==> config.mk <==
export PLATFORM = sky130hd
export DESIGN_NAME = sbio_ports
export DESIGN_NICKNAME = d
export VERILOG_FILES = /design/src/common/sbio_pkg.sv /design/src/hdl/sbio_ports.sv /design/src/hdl/sbio_ready_ctl.sv
export SDC_FILE = /design/constraint.sdc
export NUM_CORES = 1
export LEC_CHECK = 0
export BUFFER_PORTS_ARGS = -buffer_cell sky130_fd_sc_hd__buf_2
export CORE_MARGIN = 2
export CORE_UTILIZATION = 58
export DETAILED_ROUTE_END_ITERATION = 6
export PLACE_DENSITY_LB_ADDON = 0.2
export SKIP_LAST_GASP = 1
export SYNTH_ARGS = -nofsm -noshare
export SYNTH_HDL_FRONTEND = slang
export SYNTH_SLANG_ARGS = --single-unit
==> constraint.sdc <==
create_clock -name i_clock -period 2.7 [get_ports i_clock]
set_input_delay 0.27 -clock i_clock [delete_from_list [all_inputs] [get_ports i_clock]]
set_output_delay 0.27 -clock i_clock [all_outputs]
set_load 0.005 [all_outputs]
==> src/common/sbio_pkg.sv <==
// package of constants for the system-board i/o ports block
// assumes a 100 mhz core clock and a byte-wide cpu i/o bus
//
// Summary of operation
// - 8 mhz mode: early external acknowledge still gets exactly one wait
// - no external acknowledge within 130 us means the access timed out
// - on timeout force ready to the cpu and raise nmi together
// - printer data port at 010h drives its lines inverted
// - printer data lines idle at all ones, hex ff
// - status port 011h bit 0 reads zero while printer busy
// - status port bit 2 reads one while printer selected
// - keyboard receive bit on status bit 3, send request on bit 4
// - handshake bit 0 is keyboard transmit bit, bit 1 its strobe
// - status bits 5, 6 carrier and calling lines, bit 7 motor status
// - handshake bit 2 clock select, bit 3 printer irq, bit 5 strobe
// - printer port strobed output with handshake, status port plain input
// - bit set/reset write at 013h changes one handshake bit only
// - handshake bit 6 is the acknowledge interrupt enable flag
// - sound port bit 4 drive motor active low, bits 5-7 bank select
// - port 060h: reset button on bit 1 low pressed, switches on 2-7
// - latch 070h bit 3 holds disk controller in reset while one
// - port 270h: switches 7 and 8 on bits 2 and 3, one is on
package sbio_pkg;
  // ***********************
  // addresses
  // ***********************
  localparam logic [9:0] ADDR_PRINTER_DATA = 10'h010;
  localparam logic [9:0] ADDR_STATUS_IN    = 10'h011;
  localparam logic [9:0] ADDR_HANDSHAKE    = 10'h012;
  localparam logic [9:0] ADDR_PORT_CTRL    = 10'h013;
  localparam logic [9:0] ADDR_SWITCH_IN    = 10'h060;
  localparam logic [9:0] ADDR_DISK_LATCH   = 10'h070;
  localparam logic [9:0] ADDR_SOUND_DATA   = 10'h230;
  localparam logic [9:0] ADDR_SOUND_SEL    = 10'h231;
  localparam logic [9:0] ADDR_EXTRA_SW     = 10'h270;
  // wait classes by address
  localparam logic [9:0] ADDR_SLOW_BASE    = 10'h200;
  localparam logic [9:0] ADDR_EXT_ACKNOWLEDGE_N_BASE    = 10'h380;
  // ***********************
  // fields and values
  // ***********************
  localparam int          CTRL_MODE_BIT    = 7;
  localparam int          CTRL_GA_MODE_BIT = 5;
  localparam int          CTRL_PA_DIR_BIT  = 4;
  localparam int          CTRL_PCH_DIR_BIT = 3;
  localparam int          CTRL_PCL_DIR_BIT = 0;
  localparam int          PC_IRQ_BIT       = 3;
  localparam int          PC_ACK_IRQ_ENABLE_BIT      = 6;
  localparam int          PC_OBF_BIT       = 7;
  localparam int          GP_MOTOR_BIT     = 4;
  localparam int          GP_BANK_LSB      = 5;
  localparam int          DISK_RST_BIT     = 3;
  localparam int          MIXER_IOA_BIT    = 6;
  localparam logic [7:0]  SND_REG_MIXER    = 8'h07;
  localparam logic [7:0]  SND_REG_IOA      = 8'h0e;
  localparam logic [7:0]  BYTE_ZERO        = 8'h00;
  localparam logic [7:0]  BYTE_ONES        = 8'hff;
  localparam logic [3:0]  NIB_ZERO         = 4'h0;
  localparam logic [3:0]  WAIT_FAST_8      = 4'h1;
  localparam logic [3:0]  WAIT_FAST_5      = 4'h0;
  localparam logic [3:0]  WAIT_SLOW        = 4'h3;
  // ***********************
  // timing
  // ***********************
  localparam int CLK_PERIOD_NS   = 10;
  localparam int CPU8_PERIOD_NS  = 125;
  localparam int CPU5_PERIOD_NS  = 200;
  localparam int CPU8_CYC        = CPU8_PERIOD_NS / CLK_PERIOD_NS;
  localparam int CPU5_CYC        = CPU5_PERIOD_NS / CLK_PERIOD_NS;
  localparam int EXT_ACKNOWLEDGE_N_TIMEOUT_US = 130;
  localparam int EXT_ACKNOWLEDGE_N_TIMEOUT_CYC =
    EXT_ACKNOWLEDGE_N_TIMEOUT_US * 1000 / CLK_PERIOD_NS;
endpackage

==> src/hdl/sbio_ports.sv <==
// system-board parallel ports: printer/keyboard port, sound chip
// general port shadow, switch inputs, disk controller latch
// assumes one access at a time: rd or wr held until o_io_ready
`timescale 1ns/1ns
`default_nettype none
module sbio_ports
  import sbio_pkg::*;
#(
  parameter int unsigned P_TIMEOUT_CYC = EXT_ACKNOWLEDGE_N_TIMEOUT_CYC
) (
  input  wire logic       i_clock,
  input  wire logic       i_rst_b,
  input  wire logic [9:0] i_io_addr,
  input  wire logic       i_io_rd,
  input  wire logic       i_io_wr,
  input  wire logic [7:0] i_io_wdata,
  output logic      [7:0] o_io_rdata,
  output logic            o_io_ready,
  output logic            o_nmi,
  input  wire logic       i_cpu_mode_8mhz,
  input  wire logic       i_ext_acknowledge_n,
  input  wire logic       i_printer_busy_n,
  input  wire logic       i_paper_out_flag,
  input  wire logic       i_printer_select_flag,
  input  wire logic       i_kbd_rx_bit,
  input  wire logic       i_kbd_send_request,
  input  wire logic       i_carrier_sense_n,
  input  wire logic       i_calling_signal,
  input  wire logic       i_floppy_motor_on,
  input  wire logic       i_printer_ack_n,
  input  wire logic       i_high_density,
  input  wire logic       i_reset_button_in_n,
  input  wire logic [7:0] i_config_switch,
  output logic      [7:0] o_printer_data,
  output logic            o_printer_data_oe_n,
  output logic      [7:0] o_handshake_lines,
  output logic      [7:0] o_handshake_oe_n,
  output logic      [7:0] o_sound_chip_gp_port,
  output logic            o_sound_gp_oe_n,
  output logic            o_drive_motor_n,
  output logic      [2:0] o_window_bank_sel,
  output logic            o_disk_ctrl_reset
);
  // ***********************
  // input synchronisers
  // ***********************
  localparam int SW = 21;
  logic [SW-1:0] raw;
  logic [SW-1:0] s1_reg;
  logic [SW-1:0] s2_reg;
  logic [SW-1:0] s3_reg;
  logic [SW-1:0] flt_reg;
  logic [7:0]    pb_in;
  logic [7:0]    sw_in;
  logic          ack_n;
  logic          ack_n_prev_reg;
  logic          btn_n;
  logic          hden;
  logic          ext_acknowledge_n;
  logic          mode8;

  assign raw = {i_cpu_mode_8mhz, ~i_ext_acknowledge_n, i_config_switch,
                i_high_density, i_reset_button_in_n, i_printer_ack_n,
                i_floppy_motor_on, i_calling_signal, i_carrier_sense_n,
                i_kbd_send_request, i_kbd_rx_bit, i_printer_select_flag,
                i_paper_out_flag, i_printer_busy_n};

  // a bit only moves once the second and third stage agree
  always_ff @(posedge i_clock or negedge i_rst_b) begin
    if (!i_rst_b) begin
      s1_reg  <= '0;
      s2_reg  <= '0;
      s3_reg  <= '0;
      flt_reg <= '0;
    end else begin
      s1_reg  <= raw;
      s2_reg  <= s1_reg;
      s3_reg  <= s2_reg;
      flt_reg <= (~(s2_reg ^ s3_reg) & s2_reg)
               | ((s2_reg ^ s3_reg) & flt_reg);
    end
  end

  assign pb_in = flt_reg[7:0];
  assign ack_n = flt_reg[8];
  assign btn_n = flt_reg[9];
  assign hden  = flt_reg[10];
  assign sw_in = flt_reg[18:11];
  assign ext_acknowledge_n  = flt_reg[19];
  assign mode8 = flt_reg[20];

  // ***********************
  // access decode
  // ***********************
  logic       busy;
  logic       start;
  logic       wr_go;
  logic       use_ext_acknowledge_n;
  logic [3:0] wait_cnt;

  assign start = (i_io_rd || i_io_wr) && !busy;
  assign wr_go = start && i_io_wr;
  assign use_ext_acknowledge_n = (i_io_addr >= ADDR_EXT_ACKNOWLEDGE_N_BASE);

  always_comb begin
    if (i_io_addr < ADDR_SLOW_BASE) begin
      wait_cnt = mode8 ? WAIT_FAST_8 : WAIT_FAST_5;
    end else begin
      wait_cnt = WAIT_SLOW;
    end
  end

  sbio_ready_ctl #(
    .P_TIMEOUT_CYC (P_TIMEOUT_CYC)
  ) u_ready (
    .i_clock     (i_clock),
    .i_rst_b     (i_rst_b),
    .i_start     (start),
    .i_req       (i_io_rd || i_io_wr),
    .i_mode_8mhz (mode8),
    .i_use_ext_acknowledge_n  (use_ext_acknowledge_n),
    .i_wait_cnt  (wait_cnt),
    .i_ext_ack   (ext_acknowledge_n),
    .o_ready     (o_io_ready),
    .o_nmi       (o_nmi),
    .o_busy      (busy)
  );

  // ***********************
  // programmable port
  // ***********************
  logic       pa_out_reg;
  logic       pch_out_reg;
  logic       pcl_out_reg;
  logic       mode1_reg;
  logic [7:0] pc_latch_reg;
  logic       obf_reg;
  logic       intr_reg;
  logic       ack_rise;
  logic       ack_fall;
  logic [7:0] pc_pins;
  logic [7:0] pc_oe_n;
  logic       mode_wr;
  logic       bsr_wr;
  logic       pa_wr;

  assign mode_wr  = wr_go && i_io_addr == ADDR_PORT_CTRL
                    && i_io_wdata[CTRL_MODE_BIT];
  assign bsr_wr   = wr_go && i_io_addr == ADDR_PORT_CTRL
                    && !i_io_wdata[CTRL_MODE_BIT];
  assign pa_wr    = wr_go && i_io_addr == ADDR_PRINTER_DATA;
  assign ack_rise = ack_n && !ack_n_prev_reg;
  assign ack_fall = !ack_n && ack_n_prev_reg;

  // mode word clears the handshake latch and flags and sets printer data to ff, as a port reconfiguration must
  always_ff @(posedge i_clock or negedge i_rst_b) begin
    if (!i_rst_b) begin
      pa_out_reg   <= 1'b0;
      pch_out_reg  <= 1'b0;
      pcl_out_reg  <= 1'b0;
      mode1_reg    <= 1'b0;
      pc_latch_reg <= BYTE_ZERO;
    end else if (mode_wr) begin
      pa_out_reg   <= !i_io_wdata[CTRL_PA_DIR_BIT];
      pch_out_reg  <= !i_io_wdata[CTRL_PCH_DIR_BIT];
      pcl_out_reg  <= !i_io_wdata[CTRL_PCL_DIR_BIT];
      mode1_reg    <= i_io_wdata[CTRL_GA_MODE_BIT];
      pc_latch_reg <= BYTE_ZERO;
    end else if (bsr_wr) begin
      pc_latch_reg[i_io_wdata[3:1]] <= i_io_wdata[0];
    end
  end

  // output buffer full / ack interrupt handshake; set beats clear
  always_ff @(posedge i_clock or negedge i_rst_b) begin
    if (!i_rst_b) begin
      obf_reg        <= 1'b0;
      intr_reg       <= 1'b0;
      ack_n_prev_reg <= 1'b1;
    end else begin
      ack_n_prev_reg <= ack_n;
      if (mode_wr) begin
        obf_reg  <= 1'b0;
        intr_reg <= 1'b0;
      end else begin
        if (pa_wr) begin
          obf_reg <= 1'b1;
        end else if (ack_fall) begin
          obf_reg <= 1'b0;
        end
        if (mode1_reg && ack_rise && pc_latch_reg[PC_ACK_IRQ_ENABLE_BIT]) begin
          intr_reg <= 1'b1;
        end else if (pa_wr) begin
          intr_reg <= 1'b0;
        end
      end
    end
  end

  always_comb begin
    pc_pins = pc_latch_reg;
    pc_oe_n = {{4{!pch_out_reg}}, {4{!pcl_out_reg}}};
    if (mode1_reg) begin
      pc_pins[PC_IRQ_BIT]  = intr_reg;
      pc_pins[PC_OBF_BIT]  = !obf_reg;
      pc_pins[PC_ACK_IRQ_ENABLE_BIT] = pc_latch_reg[PC_ACK_IRQ_ENABLE_BIT];
      pc_oe_n[PC_IRQ_BIT]  = 1'b0;
      pc_oe_n[PC_OBF_BIT]  = 1'b0;
      pc_oe_n[PC_ACK_IRQ_ENABLE_BIT] = 1'b1;
    end
  end

  // printer lines carry the complement; cleared latch idles at ff
  always_ff @(posedge i_clock or negedge i_rst_b) begin
    if (!i_rst_b) begin
      o_printer_data      <= BYTE_ONES;
      o_printer_data_oe_n <= 1'b1;
      o_handshake_lines   <= BYTE_ZERO;
      o_handshake_oe_n    <= BYTE_ONES;
    end else begin
      if (mode_wr) begin
        o_printer_data <= BYTE_ONES;
      end else if (pa_wr) begin
        o_printer_data <= ~i_io_wdata;
      end
      o_printer_data_oe_n <= !pa_out_reg;
      o_handshake_lines   <= pc_pins;
      o_handshake_oe_n    <= pc_oe_n;
    end
  end

  // ***********************
  // sound chip port and latches
  // ***********************
  logic [7:0] snd_sel_reg;
  logic [7:0] snd_mix_reg;
  logic [7:0] snd_ioa_reg;
  logic [3:0] disk_latch_reg;

  always_ff @(posedge i_clock or negedge i_rst_b) begin
    if (!i_rst_b) begin
      snd_sel_reg    <= BYTE_ZERO;
      snd_mix_reg    <= BYTE_ZERO;
      snd_ioa_reg    <= BYTE_ZERO;
      disk_latch_reg <= NIB_ZERO;
    end else if (wr_go) begin
      if (i_io_addr == ADDR_SOUND_SEL) begin
        snd_sel_reg <= i_io_wdata;
      end
      if (i_io_addr == ADDR_SOUND_DATA && snd_sel_reg == SND_REG_MIXER) begin
        snd_mix_reg <= i_io_wdata;
      end
      if (i_io_addr == ADDR_SOUND_DATA && snd_sel_reg == SND_REG_IOA) begin
        snd_ioa_reg <= i_io_wdata;
      end
      if (i_io_addr == ADDR_DISK_LATCH) begin
        disk_latch_reg <= i_io_wdata[3:0];
      end
    end
  end

  // pins follow the stored values one cycle later
  always_ff @(posedge i_clock or negedge i_rst_b) begin
    if (!i_rst_b) begin
      o_sound_chip_gp_port <= BYTE_ZERO;
      o_sound_gp_oe_n      <= 1'b1;
      o_drive_motor_n      <= 1'b1;
      o_window_bank_sel    <= 3'h0;
      o_disk_ctrl_reset    <= 1'b0;
    end else begin
      o_sound_chip_gp_port <= snd_ioa_reg;
      o_sound_gp_oe_n      <= !snd_mix_reg[MIXER_IOA_BIT];
      o_drive_motor_n      <= snd_ioa_reg[GP_MOTOR_BIT];
      o_window_bank_sel    <= snd_ioa_reg[GP_BANK_LSB +: 3];
      o_disk_ctrl_reset    <= disk_latch_reg[DISK_RST_BIT];
    end
  end

  // ***********************
  // read data
  // ***********************
  logic [7:0] rdata_next;

  // reads have no side effects; unmapped addresses float high
  always_comb begin
    case (i_io_addr)
      ADDR_PRINTER_DATA: rdata_next = ~o_printer_data;
      ADDR_STATUS_IN:    rdata_next = pb_in;
      ADDR_HANDSHAKE:    rdata_next = {pc_pins[7], mode1_reg ?
                           pc_latch_reg[PC_ACK_IRQ_ENABLE_BIT] : ack_n,
                           pc_pins[5:0]};
      ADDR_SWITCH_IN:    rdata_next = {sw_in[5:0], btn_n, hden};
      ADDR_EXTRA_SW:     rdata_next = {4'h0, sw_in[7:6], 2'h0};
      ADDR_SOUND_DATA:   rdata_next = (snd_sel_reg == SND_REG_IOA) ?
                           snd_ioa_reg : snd_mix_reg;
      default:           rdata_next = BYTE_ONES;
    endcase
  end

  always_ff @(posedge i_clock or negedge i_rst_b) begin
    if (!i_rst_b) begin
      o_io_rdata <= BYTE_ONES;
    end else if (start && i_io_rd) begin
      o_io_rdata <= rdata_next;
    end
  end

  // ***********************
  // checks
  // ***********************
  a_pa_inverted: assert property (
    @(posedge i_clock) disable iff (!i_rst_b)
    pa_wr && !mode_wr |=> o_printer_data == ~$past(i_io_wdata))
    else $error("printer data not complemented");

  a_pa_idle_ones: assert property (
    @(posedge i_clock) disable iff (!i_rst_b)
    mode_wr |=> o_printer_data == BYTE_ONES)
    else $error("printer data not idle after mode write");

  a_busy_read: assert property (
    @(posedge i_clock) disable iff (!i_rst_b)
    start && i_io_rd && i_io_addr == ADDR_STATUS_IN
    |=> o_io_rdata[0] == $past(flt_reg[0])
        && o_io_rdata[2] == $past(flt_reg[2]))
    else $error("status port busy or select bit wrong");

  a_bsr_one_bit: assert property (
    @(posedge i_clock) disable iff (!i_rst_b)
    bsr_wr |=> (pc_latch_reg ^ $past(pc_latch_reg))
               == (($past(i_io_wdata[0])
                    ^ $past(pc_latch_reg[i_io_wdata[3:1]]))
                   << $past(i_io_wdata[3:1])))
    else $error("bit set/reset touched other bits");

  a_switch_read: assert property (
    @(posedge i_clock) disable iff (!i_rst_b)
    start && i_io_rd && i_io_addr == ADDR_SWITCH_IN
    |=> o_io_rdata[7:1] == $past({sw_in[5:0], btn_n}))
    else $error("switch port read wrong");

  a_disk_reset: assert property (
    @(posedge i_clock) disable iff (!i_rst_b)
    wr_go && i_io_addr == ADDR_DISK_LATCH
    |=> ##1 o_disk_ctrl_reset == $past(i_io_wdata[DISK_RST_BIT], 2))
    else $error("disk controller reset does not follow latch");
endmodule // sbio_ports
`default_nettype wire

==> src/hdl/sbio_ready_ctl.sv <==
// ready and timeout sequencer for one cpu i/o access
// assumes the request level stays up until ready has been seen
`timescale 1ns/1ns
`default_nettype none
module sbio_ready_ctl
  import sbio_pkg::*;
#(
  parameter int unsigned P_TIMEOUT_CYC = EXT_ACKNOWLEDGE_N_TIMEOUT_CYC
) (
  input  wire logic       i_clock,
  input  wire logic       i_rst_b,
  input  wire logic       i_start,
  input  wire logic       i_req,
  input  wire logic       i_mode_8mhz,
  input  wire logic       i_use_ext_acknowledge_n,
  input  wire logic [3:0] i_wait_cnt,
  input  wire logic       i_ext_ack,
  output logic            o_ready,
  output logic            o_nmi,
  output logic            o_busy
);
  typedef enum logic [2:0] {
    ST_IDLE, ST_WAIT, ST_EXT_ACKNOWLEDGE_N, ST_HOLD
  } sbio_rdy_state_t;

  localparam int TW = $clog2(P_TIMEOUT_CYC + 1);
  localparam logic [TW-1:0] TMO_LAST = TW'(P_TIMEOUT_CYC - 1);
  localparam logic [4:0] DIV8_LAST = 5'(CPU8_CYC - 1);
  localparam logic [4:0] DIV5_LAST = 5'(CPU5_CYC - 1);

  sbio_rdy_state_t state_reg;
  logic [4:0]      div_reg;
  logic [3:0]      wait_reg;
  logic [TW-1:0]   tmo_reg;
  logic            first_reg;
  logic            tick;

  // ***********************
  // cpu clock enable
  // ***********************
  // restarted per access so wait states line up with the cycle start
  assign tick = (div_reg == (i_mode_8mhz ? DIV8_LAST : DIV5_LAST));

  always_ff @(posedge i_clock or negedge i_rst_b) begin
    if (!i_rst_b) begin
      div_reg <= 5'h00;
    end else if (i_start || tick) begin
      div_reg <= 5'h00;
    end else begin
      div_reg <= div_reg + 5'h01;
    end
  end

  // ***********************
  // sequencer
  // ***********************
  always_ff @(posedge i_clock or negedge i_rst_b) begin
    if (!i_rst_b) begin
      state_reg <= ST_IDLE;
      wait_reg  <= 4'h0;
      tmo_reg   <= '0;
      first_reg <= 1'b0;
      o_ready   <= 1'b0;
      o_nmi     <= 1'b0;
      o_busy    <= 1'b0;
    end else begin
      o_ready <= 1'b0;
      o_nmi   <= 1'b0;
      case (state_reg)
        ST_IDLE: begin
          if (i_start) begin
            o_busy    <= 1'b1;
            wait_reg  <= i_wait_cnt;
            tmo_reg   <= '0;
            first_reg <= 1'b1;
            if (i_use_ext_acknowledge_n) begin
              state_reg <= ST_EXT_ACKNOWLEDGE_N;
            end else if (i_wait_cnt == 4'h0) begin
              o_ready   <= 1'b1;
              state_reg <= ST_HOLD;
            end else begin
              state_reg <= ST_WAIT;
            end
          end
        end
        ST_WAIT: begin
          if (tick) begin
            if (wait_reg == 4'h1) begin
              o_ready   <= 1'b1;
              state_reg <= ST_HOLD;
            end else begin
              wait_reg <= wait_reg - 4'h1;
            end
          end
        end
        ST_EXT_ACKNOWLEDGE_N: begin
          tmo_reg <= tmo_reg + TW'(1);
          if (tick) begin
            first_reg <= 1'b0;
          end
          if (i_ext_ack && i_mode_8mhz && first_reg) begin
            wait_reg  <= 4'h1;
            state_reg <= ST_WAIT;
          end else if (i_ext_ack) begin
            o_ready   <= 1'b1;
            state_reg <= ST_HOLD;
          end else if (tmo_reg == TMO_LAST) begin
            o_ready   <= 1'b1;
            o_nmi     <= 1'b1;
            state_reg <= ST_HOLD;
          end
        end
        ST_HOLD: begin
          if (!i_req) begin
            o_busy    <= 1'b0;
            state_reg <= ST_IDLE;
          end
        end
        default: begin
          state_reg <= ST_IDLE;
        end
      endcase
    end
  end

  a_nmi_with_ready: assert property (
    @(posedge i_clock) disable iff (!i_rst_b)
    o_nmi |-> o_ready && $past(state_reg) == ST_EXT_ACKNOWLEDGE_N
                      && $past(tmo_reg) == TMO_LAST)
    else $error("nmi without forced ready at timeout");

  a_early_ack_wait: assert property (
    @(posedge i_clock) disable iff (!i_rst_b)
    state_reg == ST_EXT_ACKNOWLEDGE_N && i_ext_ack && i_mode_8mhz && first_reg
    |=> state_reg == ST_WAIT && !o_ready && wait_reg == 4'h1)
    else $error("early acknowledge in 8 mhz mode skipped its wait");
endmodule // sbio_ready_ctl
`default_nettype wire
# --- Yosys cells after proc, flatten, opt, wreduce, memory -nomap -nowiden ---
# Index checks and enable logic that the tools add are counted.
totals:
  wordCells: 180
  reg_bits: 204
  out_inout_bits: 49
  input_bits: 43
classes:
  n_bitwise: 8
  n_reduce_logical: 48
  mux: 58
  magnitude_cmp: 4
  eq_ne: 25
  n_addsub: 3
ops:
  columns: ["cell", "count"]
  rows:
  - ["$pmux W8 S6", 1]
  - ["$and A21 B21 Y21", 2]
  - ["$eq A10 B5 Y1 const B", 4]
  - ["$mux W8", 5]
  - ["$eq A10 B10 Y1 const B", 3]
  - ["$pmux W14 S2", 1]
  - ["$mux W1", 25]
  - ["$mux W3", 8]
  - ["$not A21 Y21", 1]
  - ["$or A21 B21 Y21", 1]
  - ["$xor A21 B21 Y21", 1]
  - ["$eq A10 B7 Y1 const B", 2]
  - ["$logic_and A1 B1 Y1", 16]
  - ["$mux W4", 4]
  - ["$not A8 Y8", 2]
  - ["$add A14 B1 Y14 const B", 1]
  - ["$eq A14 B14 Y1 const B", 1]
  - ["$mux W14", 1]
  - ["$logic_not A1 Y1", 12]
  - ["$pmux W3 S4", 1]
  - ["$pmux W4 S3", 1]
  - ["$ge A10 B10 Y1 const B", 1]
  - ["$lt A10 B10 Y1 const B", 1]
  - ["$mux W5", 2]
  - ["27 further kinds", 49]

# --- Depth between registers and ports, before layout ---
# Gate-level depths: netlist (run 1).
logic_depth:
  ltp_word: 7
  ltp_mapped: 8
  mapped_depth_nobuf: 7

# --- Modules after synthesis ---
# A second synthesis (run 1) with hierarchy kept.
hier_totals:
  cells_unflattened: 633
  area_unflattened_um2: 7928.9
modules_own_cells:
  columns: ["mod", "cells_each", "area_per_inst_um2", "seq_area_each_um2", "instances"]
  rows:
  - ["sbio_ports", 452, 6239.7, 4160.2, 1]
  - ["sbio_ready_ctl", 181, 1689.1, 725.7, 1]

# --- Least setup slack after synthesis (run 1) ---
# No wires, ideal clock.
synth_timing:
  path_type: "flip-flop to flip-flop"
  from: "register u_ready.state_reg[0]"
  to: "register u_ready.state_reg[0]"
  path_buffers: 1
  path_stages_with_launch: 8
  path_slack_ps: 841
  setup_ps: 125
  arrival_ps: 1735
  synth_period_minus_slack_ps: 1859
  required_time_ps: 2575
  cell_sequence: "dfrtp_1 > inv_1 > ha_1 > clkbuf_1 > nand2_1 > a21boi_0 > nand2_1 > mux2_2"
synth_via:
  elab_chain_cells: 3
  word_cells_on_any_way: 11
  classes_between: "eq/ne (8); mux (1); reduce/logical (2)"
synth_rtl:
  columns: ["item", "line", "text"]
  rows:
  - ["start, declared", "sbio_ready_ctl.sv:31", "sbio_rdy_state_t state_reg;"]
  - ["start signal, assigned", "sbio_ready_ctl.sv:59", "state_reg <= ST_IDLE;"]
  - ["start signal, assigned", "sbio_ready_ctl.sv:77", "state_reg <= ST_EXT_ACKNOWLEDGE_N;"]
  - ["start signal, assigned", "sbio_ready_ctl.sv:80", "state_reg <= ST_HOLD;"]
  - ["$eq A3 B2 Y1 (tied with other cells)", "sbio_ready_ctl.sv:69", "case (state_reg)"]
  - ["$ne A4 B2 Y1 (no line) (tied with other cells)", null, null]
  - ["$reduce_and A5 Y1 (no line)", null, null]
# Parallel ways exist; a longest one is shown, timed or not.
# A chain may end at the register's enable or synchronous reset.

# --- Worst setup path in the final report (run 1) ---
layout_timing:
  from: "register u_ready.state_reg[0]"
  to: "register u_ready.tmo_reg[3]"
layout_via:
  elab_chain_cells: 3
  word_cells_on_any_way: 6
  classes_between: "eq/ne (2); mux (1); reduce/logical (3)"
layout_rtl:
  columns: ["item", "line", "text"]
  rows:
  - ["$eq A3 B2 Y1 / $logic_not A3 Y1 (equally long branches)", "sbio_ready_ctl.sv:69", null]
  - ["$reduce_bool A2 Y1 (no line) / $ne A2 B2 Y1 (equally long branches)", null, null]
  - ["$reduce_and A2 Y1 (no line)", null, null]
  - ["end signal, assigned", "sbio_ready_ctl.sv:97", "tmo_reg <= tmo_reg + TW'(1);"]
  - ["end, declared", "sbio_ready_ctl.sv:34", "logic [TW-1:0] tmo_reg;"]
# Parallel ways exist; a longest one is shown, timed or not.

==> results of run 1 <==
==> placed cells by master, fill, tap and decap left out, types with 22 or more instances in the layout <==
cell type,count
buf_2,90
inv_1,22
dlygate4sd3_1,22
o21ai_0,41
mux2_2,22
dfrtp_1,169
nand2_1,32
nor2_1,53
dfstp_2,25
==> worst paths after layout <==
check / start / to / cells after the start
worst min-delay path: i_io_wdata[6] / o_printer_data[6]$_DFFE_PN1P_ / 2
worst min register to register: s1_reg[13]$_DFF_PN0_ / s2_reg[13]$_DFF_PN0_ / 0
worst max register to register: u_ready.state_reg[0]$_DFFE_PN0P_ / u_ready.tmo_reg[3]$_DFFE_PN0P_ / 7
max in group asynchronous: i_rst_b / o_handshake_oe_n[2]$_DFF_PN1_ / 3
worst max-delay path: u_ready.state_reg[0]$_DFFE_PN0P_ / u_ready.tmo_reg[3]$_DFFE_PN0P_ / 7
min in group asynchronous: i_rst_b / o_sound_chip_gp_port[7]$_DFF_PN0_ / 2
==> final cells by class <==
| type | count | area (um^2) | area share (%) |
|---|---|---|---|
| diodes | 1 | 2.502 | 0.02748 |
| clock buffers | 22 | 454.2 | 4.987 |
| clock inverters | 10 | 158.9 | 1.745 |
| inverters | 22 | 82.58 | 0.9067 |
| multi-input cells | 348 | 2564 | 28.15 |
| flip-flops and latches | 194 | 4886 | 53.65 |
| well taps | 176 | 220.2 | 2.418 |
| repair buffers | 117 | 739.5 | 8.119 |
==> power groups by stage <==
stage | registers [W] | logic, W | clock network [W]
after global routing | 0.00338 | 0.00118 | 0.00277
after detailed placement | 0.00340 | 0.00102 | 0
after global placement | 0.00338 | 0.000963 | 0
after CTS | 0.00335 | 0.00104 | 0.00264
after floorplan | 0.00335 | 0.000712 | 0
final | 0.00335 | 0.00105 | 0.00260
==> logic make-up (layout without fill, tap and decap cells) <==
group,after synthesis,in the layout,synth area share (%)
buffers and inverters,51,171,3.077
AND/OR/NAND/NOR,165,165,12.00
flip-flops,194,194,63.57
multiplexers,52,52,7.667
other,0,1,0
AO/OA/AOI/OAI,87,87,7.944
adder cells (fa/ha/maj),29,29,4.037
XOR/XNOR,15,15,1.709
==> routing by layer <==
metal / up-vias / part of all wire [%]
met1: 2486 / 44
met4: 0 / 1.9
met2: 131 / 50
li1: 2286 / -
met3: 25 / 4.4
met5: - / 0
==> per-stage QoR <==
step                setup slack [ns]  cell area [um^2]  hold WS, ns  instances
finish                        0.4600              9107       0.1016        890
global route                  0.3032              9105      0.09070        889
CTS                           0.4747              9105      0.08778        889
detailed placement            0.5142              8272       0.3142        835
global placement              0.6002              8272       0.3068        835
floorplan                     0.8406              7686     -0.02559        593
==> results.tsv, run 1 <==
stage	metric	value	unit
cts	cts_hold_buf	22	
cts	postCtsSetupBuffers	0	
drt	viasPerCell	5.537	
cts	clk_latency	0.43	ns
timing	setup-tns-final	0	ns
floorplan	rows	42	
layout	final_util	69.60	%
drt	first_pass_iters	4	
logic_synthesis	synth_edf_count	0	
power_and_ir_drop	p_seq_share	47.9	%
layout	syn2layout_area_growth	18.49	%
critical_path	crit_top_cell	nor2_1	
logic_synthesis	synth_cell_types	65	
logic_synthesis	yosysSeqAreaShare	63.57	%
timing	final-hold-violation-count	0	
critical_path	criticalPathCategory	register to register	
critical_path	slowest_delay	0.48	ns
logic_synthesis	ys_top_cells_by_count	dfrtp_1 (169), nor2_1 (53), o21ai_0 (41)	
logic_synthesis	synth_area_leaders	dfrtp_1 (55%), dfstp_2 (8.5%), mux2_2 (3.2%)	
global_routing	grt_busiest_layer	met2	
cts	cts_tree	built	
critical_path	crit_path_start_kind	register	
timing	finalClockSkew	0.007184	ns
timing	fin_crit	2.240	ns
power_and_ir_drop	p_switching	0.001797	W
hold_path	hp-class	input port to register	
power_and_ir_drop	pwr-share-clk	37.1	%
logic_synthesis	yosys.area.top_type	dfrtp_1	
drt	drt_iter0_markers	321	
cts	cts_buffer_depth	2	
floorplan	initial_core_util	58.74	%
timing	setup_violations	0	
critical_path	endpoint_kind	register	
cts	root_buffer	clkbuf_16	
global_routing	grt_util_met3	5.603	%
power_and_ir_drop	totalPowerFinal	0.006999	W
critical_path	cp.arrival	2.55	ns
logic_synthesis	netlist_instances	593	
drt	wl_per_cell	17.15	um
timing	rsz0062_at_grt	false	
floorplan	ios	92	
global_routing	grtUsageTotal	23.00	%
timing	finalCritPeriodShare	82.96	%
status	status	complete, no violations	
global_routing	use_met2	37.46	%
global_routing	grt_max_degree	70	
cts	clk_pin_slew	0.07	ns
cts	cts_made_buffers	17	
floorplan	core_area	0.01309	mm^2
timing	slew_headroom	62.20	%
drt	wirelength	15.26	mm
logic_synthesis	synth_fp_nets	644	
global_routing	grt_util_met1	30.42	%
global_routing	grt_pass1_vias	4970	
floorplan	die_area	0.01419	mm^2
critical_path	worstPathRequired	3.01	ns
layout	final_nets	751	
timing	drv_slew	0	
logic_synthesis	ys_warn_count	0	
critical_path	ff2ff_setup_slack	0.46	ns
job	cap_violations	0	
global_routing	antenna_found_initial	0	
placed_design	port_buffers	91	
power_and_ir_drop	p_leak	4.249	nW
logic_synthesis	syn_avg_cell_area	12.96	um^2
critical_path	crit_family	simple AND/OR/NAND/NOR gates	
floorplan	die_h	119.1	um
power_and_ir_drop	p_per_area	768.4	mW/mm^2
power_and_ir_drop	peakVddDrop	0.5219	mV
drt	drc	0	
cts	cts.sinks	194	
critical_path	path_buf_inv	1	
cts	cts-resized-gates	0	
logic_synthesis	post-synth-top-count-cell	dfrtp_1	
logic_synthesis	async_flop_share	100.0	%
logic_synthesis	synth_top_cell_area_share	55.02	%
power_and_ir_drop	pwr-share-comb	15.0	%
logic_synthesis	synth_seq_cells	194	
logic_synthesis	netlist_area	0.007686	mm^2
critical_path	slowest_stage	or3b_2	
layout	drive_gt1_share	28.19	%
placed_design	gp_congestion	0.8138	
critical_path	path_max_fanout	11	
layout	nFillCells	920	
logic_synthesis	synth_top_flop_cell	dfrtp_1	
global_routing	grt_overflow	0	
cts	htreeDepth	4	
drt	num_vias	4928	
power_and_ir_drop	swShare	25.67	%
floorplan	die_w	119.1	um
power_and_ir_drop	p_int	0.005202	W
timing	tightest_slew	0.5670	ns
drt	postRouteAntennaNets	0	
placed_design	hpwlAfterDp	10.37	mm
critical_path	crit_chain	inv_1 > ha_1 > nor2_1 > a21o_1 > or3b_2 > xor2_1 > nor2_1	
global_routing	grt_first_pass_wirelength	25.14	mm
timing	fmax	446.4	MHz
No activity file was read; power rests on OpenSTA's default activity.
==> run 2, diff against run 1 <==
==> constraint.sdc (replaced) <==
create_clock -name i_clock -period 2.2 [get_ports i_clock]
set_input_delay 0.22 -clock i_clock [delete_from_list [all_inputs] [get_ports i_clock]]
set_output_delay 0.22 -clock i_clock [all_outputs]
set_load 0.005 [all_outputs]
==> results.tsv, run 2 (synthesis gave the netlist of run 1 again) <==
stage	metric	value	unit	change
cts	clk_pin_slew	0.07	ns	about the same
layout	final_common_cell	dfrtp_1		unchanged
status	status	complete, no violations		unchanged
drt	postRouteAntennaNets	0		unchanged
floorplan	die_w	119.1	um	unchanged
timing	setup_ws	0.08452	ns	was 0.4600 ns
floorplan	die_h	119.1	um	unchanged
job	cap_violations	0		unchanged
timing	fin_crit	2.115	ns	was 2.240 ns
layout	nFillCells	940		was 920
global_routing	grt_overflow	0		unchanged
timing	tightest_slew	0.5764	ns	was 0.5670 ns
placed_design	gp_congestion	0.8493		was 0.8138
drt	wirelength	15.24	mm	was 15.26 mm
cts	root_buffer	clkbuf_16		unchanged
timing	setup_violations	0		unchanged
drt	drt_iter0_markers	302		was 321
global_routing	antenna_found_initial	1		was 0
floorplan	die_area	0.01419	mm^2	unchanged
layout	syn2layout_area_growth	18.80	%	was 18.49%
cts	clk_latency	0.43	ns	about the same
layout	stdcell_count	898		was 890
timing	final-hold-violation-count	0		unchanged
hold_path	hp-class	input port to register		unchanged
cts	postCtsSetupBuffers	0		unchanged
floorplan	initial_core_util	58.74	%	unchanged
power_and_ir_drop	p_leak	4.268	nW	was 4.249 nW
layout	drive_gt1_share	29.68	%	was 28.19%
layout	final_cell_mix	dfrtp_1 (169), buf_2 (90), nor2_1 (53)		unchanged
drt	drc	0		unchanged
layout	final_util	69.78	%	was 69.60%
placed_design	dp.cells	843		was 835
placed_design	dp_slack	0.07145	ns	was 0.5142 ns
placed_design	port_buffers	91		unchanged
layout	final_nets	759		was 751
critical_path	criticalPathCategory	register to register		unchanged
global_routing	grt_max_degree	75		was 70
layout	register_area	0.004886	mm^2	unchanged
global_routing	grtUsageTotal	23.16	%	was 23.00%
critical_path	cp.arrival	2.44	ns	was 2.55 ns
timing	hold_ws	0.02938	ns	was 0.1016 ns
floorplan	core_area	0.01309	mm^2	unchanged
timing	drv_slew	0		unchanged
floorplan	ios	92		unchanged
cts	cts.sinks	194		unchanged
critical_path	worstPathRequired	2.52	ns	was 3.01 ns
layout	multiInputGateArea	0.002572	mm^2	was 0.002564 mm^2
global_routing	grt_first_pass_wirelength	25.29	mm	was 25.14 mm
drt	num_vias	4934		was 4928
critical_path	endpoint_kind	register		unchanged
placed_design	hpwlAfterDp	10.73	mm	was 10.37 mm
timing	rsz0062_at_grt	true		was false
global_routing	grt_pass1_vias	5049		was 4970
drt	viasPerCell	5.494		was 5.537
timing	fmax	472.7	MHz	was 446.4 MHz
timing	finalClockSkew	0.008586	ns	was 0.007184 ns
power_and_ir_drop	peakVddDrop	0.5744	mV	was 0.5219 mV
critical_path	crit_path_start_kind	register		unchanged
floorplan	rows	42		unchanged
critical_path	path_max_fanout	7		was 11
timing	setup-tns-final	0	ns	unchanged
power_and_ir_drop	p_per_area	927.7	mW/mm^2	was 768.4 mW/mm^2
cts	cts_tree	built		unchanged
cts	cts_made_buffers	17		unchanged
drt	first_pass_iters	7		was 4
cts	cts_buffer_depth	2		unchanged
drt	wl_per_cell	16.97	um	was 17.15 um
cts	htreeDepth	4		unchanged
timing	finalCritPeriodShare	96.16	%	was 82.96%
timing	slew_headroom	61.57	%	was 62.20%
run 2: layout make-up:
type                       count  share of cell area, %
timing repair buffer         125                  8.619
antenna                        1                0.02740
clock buffer                  19                  4.851
inverter                      22                 0.9044
sequential                   194                  53.51
clock inverter                13                  1.507
tap                          176                  2.412
multi-input combinational    348                  28.17
run 2: final timing paths:
kind	start	end	slack, ns	depth (start not counted)
setup / recovery	u_ready.state_reg[1]$_DFFE_PN0P_	u_ready.wait_reg[2]$_DFFE_PN0P_	0.08	7
hold / removal	i_io_wdata[6]	o_printer_data[6]$_DFFE_PN1P_	0.03	2
setup reg to reg	u_ready.state_reg[1]$_DFFE_PN0P_	u_ready.wait_reg[2]$_DFFE_PN0P_	0.08	7
hold reg to reg	s1_reg[16]$_DFF_PN0_	s2_reg[16]$_DFF_PN0_	0.35	0
max in group asynchronous	i_rst_b	o_io_rdata[4]$_DFFE_PN1P_	1.11	3
min in group asynchronous	i_rst_b	o_sound_chip_gp_port[4]$_DFF_PN0_	0.37	2
run 2: where the power goes:
group	leakage [nW]	internal (W)	switching, W
Combinational	1.60	0.000596	0.000767
Sequential	2.39	0.00389	0.000229
Clock	0.279	0.00170	0.00129
Total	4.27	0.00619	0.00228
run 2: per-layer routing:
metal	track usage, %	up-vias	wire length (um)	share of wire [%]
li1	-	2298	-	-
met3	5.077	23	587	3.9
met1	30.46	2490	6803	45
met2	37.25	123	7481	49
met4	10.42	0	364	2.4
met5	0	-	0	0
run 2: critical path, stage by stage, from the launching register on:
cell and delay (ns):
dfrtp_1 0.42, inv_1 0.11, ha_1 0.32, nor4bb_2 0.45, a211oi_1 0.11, o211ai_1 0.26, nor4b_1 0.11, a211o_1 0.24
run 2: stage by stage:
stage / total power [W] / cell area [um^2]
floorplan: 0.004991 / 7686
global placement: 0.005371 / 8319
detailed placement: 0.005480 / 8319
CTS: 0.008490 / 9120
global route: 0.008877 / 9129
finish: 0.008471 / 9131
run 2: timing repair:
| action | CTS | global route |
|---|---|---|
| setup endpoints to repair | 0 | 4 |
| endpoints found under the hold margin | 74 | 0 |
| hold buffers | 22 | 0 |
| gates resized for setup | 0 | 2 |
==> run 3, diff against run 2 <==
--- a/config.mk
+++ b/config.mk
@@ -9,7 +9,10 @@
 export CORE_MARGIN = 2
 export CORE_UTILIZATION = 58
 export DETAILED_ROUTE_END_ITERATION = 6
+export HOLD_SLACK_MARGIN = 0.02
 export PLACE_DENSITY_LB_ADDON = 0.2
+export RECOVER_POWER = 25
+export SKIP_CTS_REPAIR_TIMING = 1
 export SKIP_LAST_GASP = 1
 export SYNTH_ARGS = -nofsm -noshare
 export SYNTH_HDL_FRONTEND = slang
==> results.tsv, run 3 (synthesis gave the netlist of run 1 again) <==
stage	metric	value	unit	change
status	status	finished, violations left		was complete, no violations
status	violations	capacitance limit, slew limit		
timing	fmax	472.8	MHz	was 472.7 MHz
drt	first_pass_iters	5		was 7
global_routing	grt_max_degree	75		unchanged
layout	final_cell_mix	dfrtp_1 (169), buf_2 (91), nor2_1 (53)		was dfrtp_1 (169), buf_2 (90), nor2_1 (53)
placed_design	hpwlAfterDp	10.73	mm	unchanged
timing	hold_ws	0.04131	ns	was 0.02938 ns
timing	finalClockSkew	0.01267	ns	was 0.008586 ns
power_and_ir_drop	totalPowerFinal	0.008463	W	was 0.008471 W
cts	htreeDepth	4		unchanged
drt	viasPerCell	5.457		was 5.494
cts	cts_made_buffers	17		unchanged
cts	clk_latency	0.43	ns	about the same
cts	cts.sinks	194		unchanged
layout	final_nets	759		unchanged
critical_path	cp.arrival	2.43	ns	was 2.44 ns
drt	wl_per_cell	16.93	um	was 16.97 um
layout	final_common_cell	dfrtp_1		unchanged
timing	rsz0062_at_grt	true		unchanged
timing	fin_crit	2.115	ns	about the same
global_routing	grt_pass1_vias	4920		was 5049
global_routing	antenna_found_initial	1		unchanged
global_routing	grt_first_pass_wirelength	24.82	mm	was 25.29 mm
critical_path	path_buf_inv	1		unchanged
placed_design	dp_slack	0.07145	ns	unchanged
cts	root_buffer	clkbuf_16		unchanged
floorplan	core_area	0.01309	mm^2	unchanged
critical_path	slowest_delay	0.44	ns	was 0.45 ns
timing	drv_slew	74		was 0
timing	setup_ws	0.08473	ns	was 0.08452 ns
global_routing	grtUsageTotal	22.76	%	was 23.16%
timing	finalCritPeriodShare	96.15	%	was 96.16%
timing	setup_violations	0		unchanged
critical_path	endpoint_kind	register		unchanged
layout	final_util	69.72	%	was 69.78%
hold_path	hp-class	input port to register		unchanged
critical_path	crit_path_start_kind	register		unchanged
layout	drive_gt1_share	29.68	%	unchanged
power_and_ir_drop	p_per_area	927.7	mW/mm^2	about the same
power_and_ir_drop	peakVddDrop	0.5761	mV	was 0.5744 mV
power_and_ir_drop	p_leak	4.265	nW	was 4.268 nW
cts	clk_pin_slew	0.07	ns	about the same
timing	tightest_slew	1.617	ns	was 0.5764 ns
drt	drt_iter0_markers	329		was 302
drt	drc	0		unchanged
critical_path	crit_family	compound AO/OA/AOI/OAI gates		unchanged
cts	cts_tree	built		unchanged
layout	nFillCells	943		was 940
placed_design	port_buffers	91		unchanged
placed_design	gp_congestion	0.8493		unchanged
timing	final-hold-violation-count	0		unchanged
floorplan	rows	42		unchanged
critical_path	criticalPathCategory	register to register		unchanged
critical_path	slowest_stage	nor4bb_2		unchanged
critical_path	worstPathRequired	2.52	ns	about the same
drt	wirelength	15.20	mm	was 15.24 mm
critical_path	crit_chain	inv_1 > ha_1 > nor4bb_2 > a211oi_1 > o211ai_1 > nor4b_1 > a211o_1		unchanged
floorplan	ios	92		unchanged
critical_path	path_max_fanout	7		unchanged
cts	cts_buffer_depth	2		unchanged
drt	num_vias	4900		was 4934
timing	setup-tns-final	0	ns	unchanged
floorplan	die_area	0.01419	mm^2	unchanged
floorplan	initial_core_util	58.74	%	unchanged
layout	syn2layout_area_growth	18.69	%	was 18.80%
floorplan	die_h	119.1	um	unchanged
global_routing	grt_overflow	0		unchanged
timing	slew_headroom	-7.782	%	was 61.57%
drt	postRouteAntennaNets	0		unchanged
job	cap_violations	1		was 0
floorplan	die_w	119.1	um	unchanged
## run 3: cell count changes in the layout (fill, tap and decap cells not counted), sizes merged
cell and delta:
buf +1, clkbuf -1
## run 3: worst reg2reg max path, cell delays in order, from the launching register on
cell and delay, ns:
dfrtp_1 0.42, inv_1 0.11, ha_1 0.32, nor4bb_2 0.44
a211oi_1 0.11, o211ai_1 0.26, nor4b_1 0.11, a211o_1 0.24
## run 3: final timing paths
check / end / from / slack (ns) / cells after the start
max: u_ready.wait_reg[2]$_DFFE_PN0P_ / u_ready.state_reg[1]$_DFFE_PN0P_ / 0.08 / 7
min: o_printer_data[6]$_DFFE_PN1P_ / i_io_wdata[6] / 0.04 / 2
max reg2reg: u_ready.wait_reg[2]$_DFFE_PN0P_ / u_ready.state_reg[1]$_DFFE_PN0P_ / 0.08 / 7
min reg2reg: s2_reg[16]$_DFF_PN0_ / s1_reg[16]$_DFF_PN0_ / 0.35 / 0
max in group asynchronous: o_io_rdata[4]$_DFFE_PN1P_ / i_rst_b / 0.35 / 3
min in group asynchronous: o_sound_chip_gp_port[4]$_DFF_PN0_ / i_rst_b / 0.77 / 2
## run 3: layer usage
metal | part of all wire, % | GRT usage (%)
met4 | 1.7 | 10.42
met3 | 3.9 | 5.125
met2 | 50 | 36.17
met5 | 0 | 0
met1 | 45 | 30.14
## run 3: through the flow
stage               instances  instance area [um^2]
CTS                       875                  8900
detailed placement        843                  8319
global route              897                  9120
floorplan                 593                  7686
finish                    898                  9123
global placement          843                  8319
## run 3: final cells by class
class | instances | area [um^2] | share of cell area (%)
Multi-Input combinational cell | 348 | 2572 | 28.20
Sequential cell | 194 | 4886 | 53.56
Antenna cell | 1 | 2.502 | 0.02743
Inverter | 22 | 82.58 | 0.9052
Tap cell | 176 | 220.2 | 2.414
Timing Repair Buffer | 125 | 778.2 | 8.531
Clock inverter | 13 | 137.6 | 1.509
Clock buffer | 19 | 442.9 | 4.855
## run 3: report_power, final
part	leakage (nW)	switching, W	internal (W)
clock	0.279	0.00128	0.00170
combinational	1.59	0.000766	0.000595
sequential	2.39	0.000227	0.00389
